<file path="src/voice_cmd_cfg.svh">
/*
 * Constants for the serial command front end: frame layout, control-bit
 * positions, storage geometry and timing at the 8 kHz sampling rate.
 * Assumes a 40 MHz system clock.
 */
`ifndef VOICE_CMD_CFG_SVH
`define VOICE_CMD_CFG_SVH
`define FRAME_BITS 16
`define ADDR_BITS 11
`define CTRL_LSB 11
`define BIT_CUE 11
`define BIT_KEEP 12
`define BIT_PWR 13
`define BIT_PLAY 14
`define BIT_RUN 15
`define ROW_COUNT 1200
`define ROW_CELLS 1600
`define CUE_SPEEDUP 1600
`define EOM_SLOTS 8
`define CLK_HZ 40000000
`define WAKE_US 25000
`define ROW_US 200000
`define ROW_LOW_US 25000
`define WAKE_CYC ((`WAKE_US * 40) / 1)
`define ROW_CYC (`ROW_US * 40)
`define ROW_LOW_CYC (`ROW_LOW_US * 40)
`endif

</file>
<file path="src/voice_cmd_pkg.sv">
/*
 * Types for the serial command front end.
 * Assumes the constants header is included by the design file.
 */
package voice_cmd_pkg;
	typedef enum logic [2:0] {
		ST_SLEEP = 3'b000,
		ST_WAKING = 3'b001,
		ST_IDLE = 3'b011,
		ST_PLAY = 3'b010,
		ST_CUE = 3'b110,
		ST_REC = 3'b111
	} op_state_t;
endpackage : voice_cmd_pkg

</file>
<file path="src/voice_recorder_spi_command.sv">
/*
 * Serial command front end of a voice record/playback device: SPI slave
 * shifting in 16-bit commands and out status, operation sequencer, row timer.
 * Assumes SPI pins are asynchronous to mclk (clock well below 1 MHz) and that
 * end-of-message marker detection is supplied by the storage array as a pulse.
 */
`timescale 1ns/1ps
`include "voice_cmd_cfg.svh"
module voice_recorder_spi_command #(
	parameter int WAKE_CYCLES = `WAKE_CYC,
	parameter int ROW_CYCLES = `ROW_CYC,
	parameter int ROW_LOW_CYCLES = `ROW_LOW_CYC
) (
	input wire logic mclk,
	input wire logic reset_n,
	input wire logic sclk,
	input wire logic ss_n,
	input wire logic mosi,
	output logic miso_o,
	output logic miso_oe,
	output logic int_n_o,
	output logic int_n_oe,
	output logic row_tick_out_o,
	output logic row_tick_out_oe,
	input wire logic marker_hit
);
	localparam int CUE_ROW_CYCLES = ROW_CYCLES / `CUE_SPEEDUP;
	localparam int CUE_LOW_CYCLES = ROW_LOW_CYCLES / `CUE_SPEEDUP;
	localparam logic [10:0] LAST_ROW = 11'(`ROW_COUNT - 1);

	// two-flop synchronisers; stage one is read only by stage two
	logic [2:0] s1_q, s2_q, s3_q;
	always_ff @(posedge mclk or negedge reset_n) begin
		if (!reset_n) begin
			s1_q <= 3'h2;
			s2_q <= 3'h2;
			s3_q <= 3'h2;
		end else begin
			s1_q <= {mosi, ss_n, sclk};
			s2_q <= s1_q;
			s3_q <= s2_q;
		end
	end
	wire sck_rise = s2_q[0] & ~s3_q[0];
	wire sck_fall = ~s2_q[0] & s3_q[0];
	wire sel_fall = ~s2_q[1] & s3_q[1];
	wire sel_rise = s2_q[1] & ~s3_q[1];
	wire selected = ~s2_q[1];

	// serial shift state
	logic [15:0] rx_q, rx_d, tx_q, tx_d;
	logic [4:0] cnt_q, cnt_d;
	logic miso_q, miso_d;
	logic ovf_q, ovf_d, eom_q, eom_d;
	logic [10:0] ptr_q, ptr_d;
	always_comb begin
		rx_d = rx_q;
		tx_d = tx_q;
		cnt_d = cnt_q;
		miso_d = miso_q;
		if (sel_fall) begin
			tx_d = {ptr_q, 3'h0, eom_q, ovf_q};
			miso_d = ovf_q;
			cnt_d = 5'h0;
		end else if (selected && sck_rise) begin
			rx_d = {s2_q[2], rx_q[15:1]};
			if (cnt_q != 5'h1f)
				cnt_d = cnt_q + 5'h1;
		end else if (selected && sck_fall) begin
			tx_d = {1'b0, tx_q[15:1]};
			miso_d = tx_q[1];
		end
	end
	always_ff @(posedge mclk or negedge reset_n) begin
		if (!reset_n) begin
			rx_q <= 16'h0;
			tx_q <= 16'h0;
			cnt_q <= 5'h0;
			miso_q <= 1'b0;
		end else begin
			rx_q <= rx_d;
			tx_q <= tx_d;
			cnt_q <= cnt_d;
			miso_q <= miso_d;
		end
	end
	assign miso_o = miso_q;
	assign miso_oe = selected;

	// command acceptance at end of a complete frame
	wire cmd_go = sel_rise && (cnt_q == 5'h10);
	wire c_cue = rx_q[`BIT_CUE];
	wire c_keep = rx_q[`BIT_KEEP];
	wire c_pwr = rx_q[`BIT_PWR];
	wire c_play = rx_q[`BIT_PLAY];
	wire c_run = rx_q[`BIT_RUN];
	wire [10:0] c_addr = rx_q[10:0];

	// operation sequencer, row timer and flags
	voice_cmd_pkg::op_state_t st_q, st_d;
	logic [31:0] tmr_q, tmr_d;
	logic [31:0] rt_q, rt_d;
	logic [10:0] row_q, row_d;
	logic int_q, int_d;
	logic keep_q, keep_d;
	logic tick_q, tick_d;
	logic [2:0] slot_q, slot_d;
	logic active;
	logic [31:0] row_len, low_len;
	logic row_end;
	always_comb begin
		st_d = st_q;
		tmr_d = tmr_q;
		rt_d = rt_q;
		row_d = row_q;
		ptr_d = ptr_q;
		ovf_d = ovf_q;
		eom_d = eom_q;
		int_d = int_q;
		keep_d = keep_q;
		slot_d = slot_q;
		active = (st_q == voice_cmd_pkg::ST_PLAY) || (st_q == voice_cmd_pkg::ST_CUE) ||
			(st_q == voice_cmd_pkg::ST_REC);
		row_len = (st_q == voice_cmd_pkg::ST_CUE) ? 32'(CUE_ROW_CYCLES) : 32'(ROW_CYCLES);
		low_len = (st_q == voice_cmd_pkg::ST_CUE) ? 32'(CUE_LOW_CYCLES) : 32'(ROW_LOW_CYCLES);
		row_end = active && (rt_q == row_len - 32'h1);
		tick_d = !(active && (rt_q >= row_len - low_len));
		if (sel_fall) begin
			int_d = 1'b0;
			ovf_d = 1'b0;
			eom_d = 1'b0;
		end
		if (active) begin
			rt_d = row_end ? 32'h0 : rt_q + 32'h1;
			if (rt_q == ((row_len >> 3) * (32'(slot_q) + 32'h1)) - 32'h1)
				slot_d = slot_q + 3'h1;
		end
		case (st_q)
			voice_cmd_pkg::ST_WAKING: begin
				if (tmr_q == 32'(WAKE_CYCLES) - 32'h1)
					st_d = voice_cmd_pkg::ST_IDLE;
				else
					tmr_d = tmr_q + 32'h1;
			end
			voice_cmd_pkg::ST_PLAY, voice_cmd_pkg::ST_CUE: begin
				if (marker_hit) begin
					// end flag only in playback modes; cue parks on the following row, or stays put on the last row
					eom_d = 1'b1;
					int_d = 1'b1;
					st_d = voice_cmd_pkg::ST_IDLE;
					if (st_q == voice_cmd_pkg::ST_CUE && row_q != LAST_ROW)
						row_d = row_q + 11'h1;
				end
			end
			default: ;
		endcase
		if (row_end && !marker_hit) begin
			slot_d = 3'h0;
			if (!keep_q) begin
				rt_d = 32'h0; // repeat the supplied row
			end else if (row_q == LAST_ROW) begin
				ovf_d = 1'b1;
				int_d = 1'b1;
				st_d = voice_cmd_pkg::ST_IDLE;
			end else begin
				row_d = row_q + 11'h1;
			end
		end
		if (cmd_go) begin
			keep_d = c_keep;
			if (!c_pwr) begin
				st_d = voice_cmd_pkg::ST_SLEEP;
			end else if (!c_run) begin
				if (st_q == voice_cmd_pkg::ST_SLEEP) begin
					st_d = voice_cmd_pkg::ST_WAKING;
					tmr_d = 32'h0;
				end else if (st_q != voice_cmd_pkg::ST_WAKING)
					st_d = voice_cmd_pkg::ST_IDLE;
			end else if (st_q == voice_cmd_pkg::ST_IDLE ||
					(active && !c_keep)) begin
				// new operation; cueing accepted only when playback is being started
				if (!c_keep)
					row_d = c_addr;
				rt_d = 32'h0;
				slot_d = 3'h0;
				if (!c_play)
					st_d = voice_cmd_pkg::ST_REC;
				else if (c_cue)
					st_d = voice_cmd_pkg::ST_CUE;
				else
					st_d = voice_cmd_pkg::ST_PLAY;
			end
		end
		// events win over the clear at a frame start
		if (sel_fall && !int_q && int_d)
			int_d = 1'b1;
		ptr_d = row_d;
	end
	always_ff @(posedge mclk or negedge reset_n) begin
		if (!reset_n) begin
			st_q <= voice_cmd_pkg::ST_SLEEP;
			tmr_q <= 32'h0;
			rt_q <= 32'h0;
			row_q <= 11'h0;
			ptr_q <= 11'h0;
			ovf_q <= 1'b0;
			eom_q <= 1'b0;
			int_q <= 1'b0;
			keep_q <= 1'b0;
			tick_q <= 1'b1;
			slot_q <= 3'h0;
		end else begin
			st_q <= st_d;
			tmr_q <= tmr_d;
			rt_q <= rt_d;
			row_q <= row_d;
			ptr_q <= ptr_d;
			ovf_q <= ovf_d;
			eom_q <= eom_d;
			int_q <= int_d;
			keep_q <= keep_d;
			tick_q <= tick_d;
			slot_q <= slot_d;
		end
	end
	// open drain: only ever drive low
	assign int_n_o = 1'b0;
	assign int_n_oe = int_q;
	assign row_tick_out_o = 1'b0;
	assign row_tick_out_oe = ~tick_q;

	chk_short_frame: assert property (@(posedge mclk) disable iff (!reset_n)
		(sel_rise && cnt_q != 5'h10) |=> (st_q == $past(st_q)))
		else $error("short frame changed state");
	chk_int_clear: assert property (@(posedge mclk) disable iff (!reset_n)
		(sel_fall && !marker_hit && !row_end) |=> !int_q)
		else $error("interrupt not cleared at frame start");
	chk_int_set: assert property (@(posedge mclk) disable iff (!reset_n)
		((st_q == voice_cmd_pkg::ST_PLAY || st_q == voice_cmd_pkg::ST_CUE) && marker_hit) |=> int_q && eom_q)
		else $error("end marker did not raise interrupt");
	chk_eom_play: assert property (@(posedge mclk) disable iff (!reset_n)
		$rose(eom_q) |-> ($past(st_q) == voice_cmd_pkg::ST_PLAY || $past(st_q) == voice_cmd_pkg::ST_CUE))
		else $error("end flag outside playback");
	chk_miso_float: assert property (@(posedge mclk) disable iff (!reset_n)
		miso_oe == !$past(ss_n, 2))
		else $error("output driven while unselected");
	chk_sleep_cmd: assert property (@(posedge mclk) disable iff (!reset_n)
		(cmd_go && !c_pwr) |=> st_q == voice_cmd_pkg::ST_SLEEP)
		else $error("power down not taken");
	chk_wake_wait: assert property (@(posedge mclk) disable iff (!reset_n)
		(st_q == voice_cmd_pkg::ST_WAKING && tmr_q < 32'(WAKE_CYCLES) - 32'h1 && !cmd_go) |=>
		st_q == voice_cmd_pkg::ST_WAKING)
		else $error("ready before wake delay");
	chk_start_row: assert property (@(posedge mclk) disable iff (!reset_n)
		(cmd_go && c_pwr && c_run && !c_keep && st_q == voice_cmd_pkg::ST_IDLE) |=> row_q == $past(c_addr))
		else $error("start row not loaded");
	chk_status_load: assert property (@(posedge mclk) disable iff (!reset_n)
		sel_fall |=> tx_q[15:5] == $past(ptr_q) && tx_q[0] == $past(ovf_q))
		else $error("status word wrong");
endmodule : voice_recorder_spi_command

</file>
<file path="config.mk">
export PLATFORM = sky130hd
export DESIGN_NAME = voice_recorder_spi_command
export DESIGN_NICKNAME = d
export VERILOG_FILES = /design/src/voice_cmd_pkg.sv /design/src/voice_recorder_spi_command.sv
export VERILOG_INCLUDE_DIRS = /design/src /design/src/src
export SDC_FILE = /design/constraint.sdc
export NUM_CORES = 1
export LEC_CHECK = 0
export ABC_AREA = 1
export BUFFER_PORTS_ARGS = -buffer_cell sky130_fd_sc_hd__buf_2
export CAP_MARGIN = 10
export CORE_MARGIN = 1.5
export CORE_UTILIZATION = 50
export DETAILED_ROUTE_END_ITERATION = 7
export PLACE_DENSITY = 0.74
export SYNTH_ARGS = -nofsm -noshare
export SYNTH_HDL_FRONTEND = slang
export SYNTH_SLANG_ARGS = --single-unit
</file>
<file path="constraint.sdc">
create_clock -name mclk -period 2.6 [get_ports mclk]
set_input_delay 0.26 -clock mclk [delete_from_list [all_inputs] [get_ports mclk]]
set_output_delay 0.26 -clock mclk [all_outputs]
set_load 0.02 [all_outputs]
</file>
* Word-level counts from Yosys, hierarchy flattened
Index checks and enable logic that the tools add are counted.
Word-level totals: flip-flop bits (word level) 129, input bits 6, output and inout port bits 6, logic and storage cells 135
Cells by class: $add $sub $neg 6, magnitude comparators 1, equality and inequality tests 13, multiplexer cells 64, bitwise gates (word level) 10, reductions and logical operators 25
Operator list (number):
- $mux W32 | 14
- $mux W11 | 11
- $add A32 B1 Y32 const B | 2
- $mux W16 | 3
- $mux W3 | 13
- $eq A32 B20 Y1 const B | 1
- $eq A32 B32 Y1 | 1
- $ge A32 B32 Y1 | 1
- $sub A23 B1 Y24 const B | 1
- $sub A23 B20 Y24 | 1
- $mux W23 | 1
- $mux W20 | 1
- $mux W1 | 17
- $mux W5 | 3
- $add A11 B1 Y11 const B | 1
- $eq A11 B11 Y1 const B | 1
- $ne A11 B11 Y1 const B | 1
- $logic_and A1 B1 Y1 | 10
- $eq A3 B2 Y1 const B | 2
- $eq A3 B3 Y1 const B | 2
- $not A1 Y1 | 6
- $pmux W3 S2 | 1
- $reduce_and A2 Y1 | 3
- $reduce_bool A2 Y1 | 3
- other kinds (11) | 19

* Logic depth before layout (Yosys ltp)
word-level depth 13, gate-level depth with buffers 17, depth with buffers taken out 17

* Worst setup path after synthesis
Ideal clock, no wire load.
path kind register -> register, start point register st_q[0], end point register st_q[0], arrival time 2.156 ns, data required time 2.523 ns, setup slack 0.366 ns, cell stages (with the launch flop) 16, buffers on the path 0, clock period less this slack 2.234 ns, cell sequence dfrtp_1 > inv_2 > nand3_2 > inv_2 > ha_1 > inv_1 > nor2_1 > nand2_1 > nor2_1 > nand2_1 > nor2_1 > nand2_1 > nor2_1 > nand2_1 > or2_0 > a21oi_1
Between the ends: longest elaborated chain between the ends 12
Ends and longest elaborated chain:
- start, declared | line voice_recorder_spi_command.sv:100 | voice_cmd_pkg::op_state_t st_q, st_d;
- start signal, assigned | line voice_recorder_spi_command.sv:201 | st_q <= voice_cmd_pkg::ST_SLEEP;
- start signal, assigned | line voice_recorder_spi_command.sv:213 | st_q <= st_d;
- $eq A3 B3 Y1 | line voice_recorder_spi_command.sv:122, voice_recorder_spi_command.sv:124, voice_recorder_spi_command.sv:138
- $mux W23 | line voice_recorder_spi_command.sv:124 | row_len = (st_q == voice_cmd_pkg::ST_CUE) ? 32'(CUE_ROW_CYCLES) : 32'(ROW_CYCLES);
- $sub A23 B1 Y24 | line voice_recorder_spi_command.sv:126 | row_end = active && (rt_q == row_len - 32'h1);
- $eq A32 B32 Y1 | line voice_recorder_spi_command.sv:126
- $logic_and A1 B1 Y1 | line voice_recorder_spi_command.sv:126
- $logic_and A1 B1 Y1 | line voice_recorder_spi_command.sv:157 | if (row_end && !marker_hit) begin
- $mux W3 | line voice_recorder_spi_command.sv:157
- $mux W3 | line voice_recorder_spi_command.sv:177 | end else if (st_q != voice_cmd_pkg::ST_WAKING)
- $mux W3 | line voice_recorder_spi_command.sv:174 | if (st_q == voice_cmd_pkg::ST_SLEEP) begin
- $mux W3 | line voice_recorder_spi_command.sv:173 | end else if (!c_run) begin
- $mux W3 | line voice_recorder_spi_command.sv:171 | if (!c_pwr) begin
- $mux W3 (*) | line voice_recorder_spi_command.sv:169 | if (cmd_go) begin
- via st_d[0] | line voice_recorder_spi_command.sv:100
Mark *: on every way through the listed nets, which the timed path passes. The rest lies on a longest branch. A chain may end at the register's enable or synchronous reset.

* Worst setup path after layout
start point register st_q[0], end point register row_q[9]
Between the ends: longest elaborated chain between the ends 13
Ends and longest elaborated chain:
- parallel branches: the longest is 12 deep, another holds $sub A23 B1 Y24
- $mux W11 (*) | line voice_recorder_spi_command.sv:169
- via ptr_d[9] | line voice_recorder_spi_command.sv:55 | logic [10:0] ptr_q, ptr_d;
- end signal, assigned | line voice_recorder_spi_command.sv:216 | row_q <= row_d;
- end, declared | line voice_recorder_spi_command.sv:103 | logic [10:0] row_q, row_d;
Mark *: on every way through the listed nets, which the timed path passes.

==> flow_metrics.py <==
metrics = {
    "run_status": {
        "status": "completed",
    },
    "routing": {
        "drt_iter0_drc": 532,
        "first_pass_iters": 5,
        "drtAntennaViolNets": 0,
        "viasPerCell": 5.45,
        "drt-total-wl_um": 19900,
        "drc": 0,
        "post_drt_wl_per_cell_um": 14.8,
        "via_count": 7334,
    },
    "placed_design": {
        "dpl.hpwl_um": 14700,
        "dp_worst_setup_slack_ns": 0.227,
        "place_area_sq_um": 8330,
        "gp_congestion": 0.971,
        "io_buffer_count": 9,
    },
    "power_and_ir_drop": {
        "power.leakage_nw": 4.17,
        "ir_worst_vdd_v": 0.000725,
        "power_density_nw_per_um2": 847,
        "total_power_mw": 7.62,
    },
    "die": {
        "die_h_um": 129,
        "rows": 45,
        "dieWidth_um": 129,
        "die_area_sq_um": 16700,
        "coreArea_sq_um": 15400,
        "initial_utilization_pct": 51.9,
        "ioPinCount": 12,
    },
    "logic_synthesis": {
        "synth-seq-cells": 128,
        "ys.flop_type": "dfrtp_1",
        "yosysUniqueCellTypes": 53,
        "synth_cells": 1096,
        "yosysTopAreaCell": "dfrtp_1",
        "yosys-top-cells-area": "dfrtp_1 39%, nand2_1 12%, nor2_1 7.8%, inv_1 5.8%, nand3_1 4.0%",
        "yosysSeqAreaShare_pct": 40.2,
        "synth_enable_flop_cells": 0,
        "synth_mux_area_share_pct": 0.141,
        "syn_area_sq_um": 7970,
        "yosysMostFrequentCell": "nand2_1",
        "netlist.area_leader.share_pct": 38.9,
        "async_reset_ff_share_pct": 100,
        "yosys.area_share.xor_xnor_pct": 3.40,
        "postSynthAreaPerCell_sq_um": 7.28,
        "synth_compound_area_share_pct": 11.9,
        "synth_top_family_by_area": "simple AND/OR/NAND/NOR gates",
        "synthAdderAreaFrac_pct": 3.45,
        "yosys.area_share.simple_pct": 33.0,
        "ys_top_cells_by_count": "254 x nand2_1, 166 x nor2_1, 124 x dfrtp_1",
        "synth_warnings": 0,
    },
    "timing": {
        "fin_setup_tns_ns": 0,
        "hold_violations": 0,
        "worst_slack_ns": 0.209,
        "fmax_ghz": 0.418,
        "period_needed_ns": 2.39,
        "maxSlewViolCount": 0,
        "finalCritPeriodShare_pct": 92.0,
        "rsz0062_at_grt": "false",
        "max-slew-margin-rel_pct": 61.2,
        "setup_viol": 0,
        "skew_ns": 0.0125,
        "worst_hold_slack_ns": 0.178,
        "worst_slew_pin_slew_ns": 0.575,
    },
    "critical_path": {
        "crit_type": "flop to flop",
        "critPathMaxFanout": 8,
        "critPathLaunchType": "flop",
        "required_ns": 2.95,
        "arrival_ns": 2.74,
        "crit_path_end_kind": "flop",
    },
    "worst_hold_path": {
        "min_path_type": "input pin to flop",
    },
    "global_route": {
        "grt_max_degree": 54,
        "grt_pass1_vias": 7017,
        "grt-ovfl-total": 0,
        "antenna_found_initial": 0,
        "grt_first_pass_wirelength_um": 34200,
        "grt_usage_pct": 26.0,
    },
    "clocking": {
        "clk_latency_ns": 0.43,
        "cts_made_buffers": 17,
        "postCtsSetupRepairBufs": 0,
        "cts_buffer_depth": 2,
        "cts_tree": "done",
        "clk_pin_slew_ns": 0.06,
        "root_buffer": "clkbuf_16",
        "clock-sinks": 128,
        "h-tree-depth": 4,
    },
    "layout": {
        "final_area_sq_um": 8990,
        "drive_gt1_share_pct": 9.26,
        "antennaDiodeCount": 0,
        "area_growth_pct": 12.8,
        "final_nets": 1149,
    },
    "run": {
        "cap_violations": 0,
    },
}
[final timing paths]
check	start	end	slack, ns	depth (start not counted)
max	st_q[0]	row_q[9]	0.21	15
min	marker_hit	eom_q	0.18	3
max reg2reg	st_q[0]	row_q[9]	0.21	15
min reg2reg	s1_q[2]	s2_q[2]	0.35	0
max in group asynchronous	reset_n	tick_q	1.57	3
min in group asynchronous	reset_n	cnt_q[0]	0.37	2
[per-stage QoR]
step | std cells | utilization [%]
2_1_floorplan | 1097 | -
3_3_place_gp | 1309 | 54.2
3_5_place_dp | 1309 | 54.2
4_1_cts | 1345 | 58.5
5_1_grt | 1345 | 58.5
6_report | 1345 | 58.5
[power by group]
part	switching (mW)	total (mW)	internal, mW
Clock	0.861	2.54	1.68
Sequential	0.492	2.92	2.43
Combinational	1.43	2.16	0.736
Total	2.78	7.62	4.84
[per-layer routing]
layer	wire length, um	track usage, %	up-vias
met5	0	0	-
li1	-	-	3662
met2	9060	40.5	206
met1	9440	36.2	3424
met4	478	9.58	0
met3	953	5.08	42
[layout make-up]
type / count / area [sq um]
inverter: 132 / 498
fill: 1439 / 6380
multi-input combinational: 809 / 4150
clock inverter: 7 / 135
tap: 211 / 264
clock buffer: 25 / 485
timing repair buffer: 33 / 254
sequential: 128 / 3210
[state kept, by name (all words and copies together), names as in the netlist]
name,count
cnt_q,5
eom_q,1
int_n_oe,1
keep_q,1
ovf_q,1
row_q,11
rt_q,32
rx_q,16
s1_q,3
s2_q,3
s3_q,2
st_q,3
tick_q,1
tmr_q,32
tx_q,16
[kinds of logic after synthesis]
kind of cell	Yosys count
flops	128
mux	1
simple gates	596
compound gates	157
other cells	1
fa+ha+maj	22
xor+xnor	31
buf+inv	160
[timing repair]
item,CTS,global route
endpoints found under the setup margin,0,9
hold buffers,4,0
resized for setup,0,3
hold endpoints to repair,50,0
[critical path, stage by stage, from the launching register on]
cell and delay [ns]:
dfrtp_1 0.38, inv_2 0.07, nand3_2 0.09, buf_4 0.18, ha_1 0.30, nor2_1 0.11, nand2_1 0.06, nor2_1 0.16
nand2_1 0.07, nor2_1 0.13, nand4_1 0.24, nand2_2 0.22, nand2_1 0.07, nand2_1 0.05, nand2_1 0.06, a21oi_2 0.13
[layout by cell type (no fill, tap or decap), types with 8 or more instances in the layout]
master,n
nand2_1,254
nor2_1,165
dfrtp_1,124
inv_1,123
nand3_1,64
a21oi_1,54
o21ai_0,41
nor3_1,35
nand4_1,30
xor2_1,27
ha_1,22
buf_4,19
clkbuf_16,17
a211oi_1,15
o41ai_1,11
nor4_1,10
a31oi_1,9
nand2_2,8
buf_2,8
No activity file was read; power rests on OpenSTA's default activity.
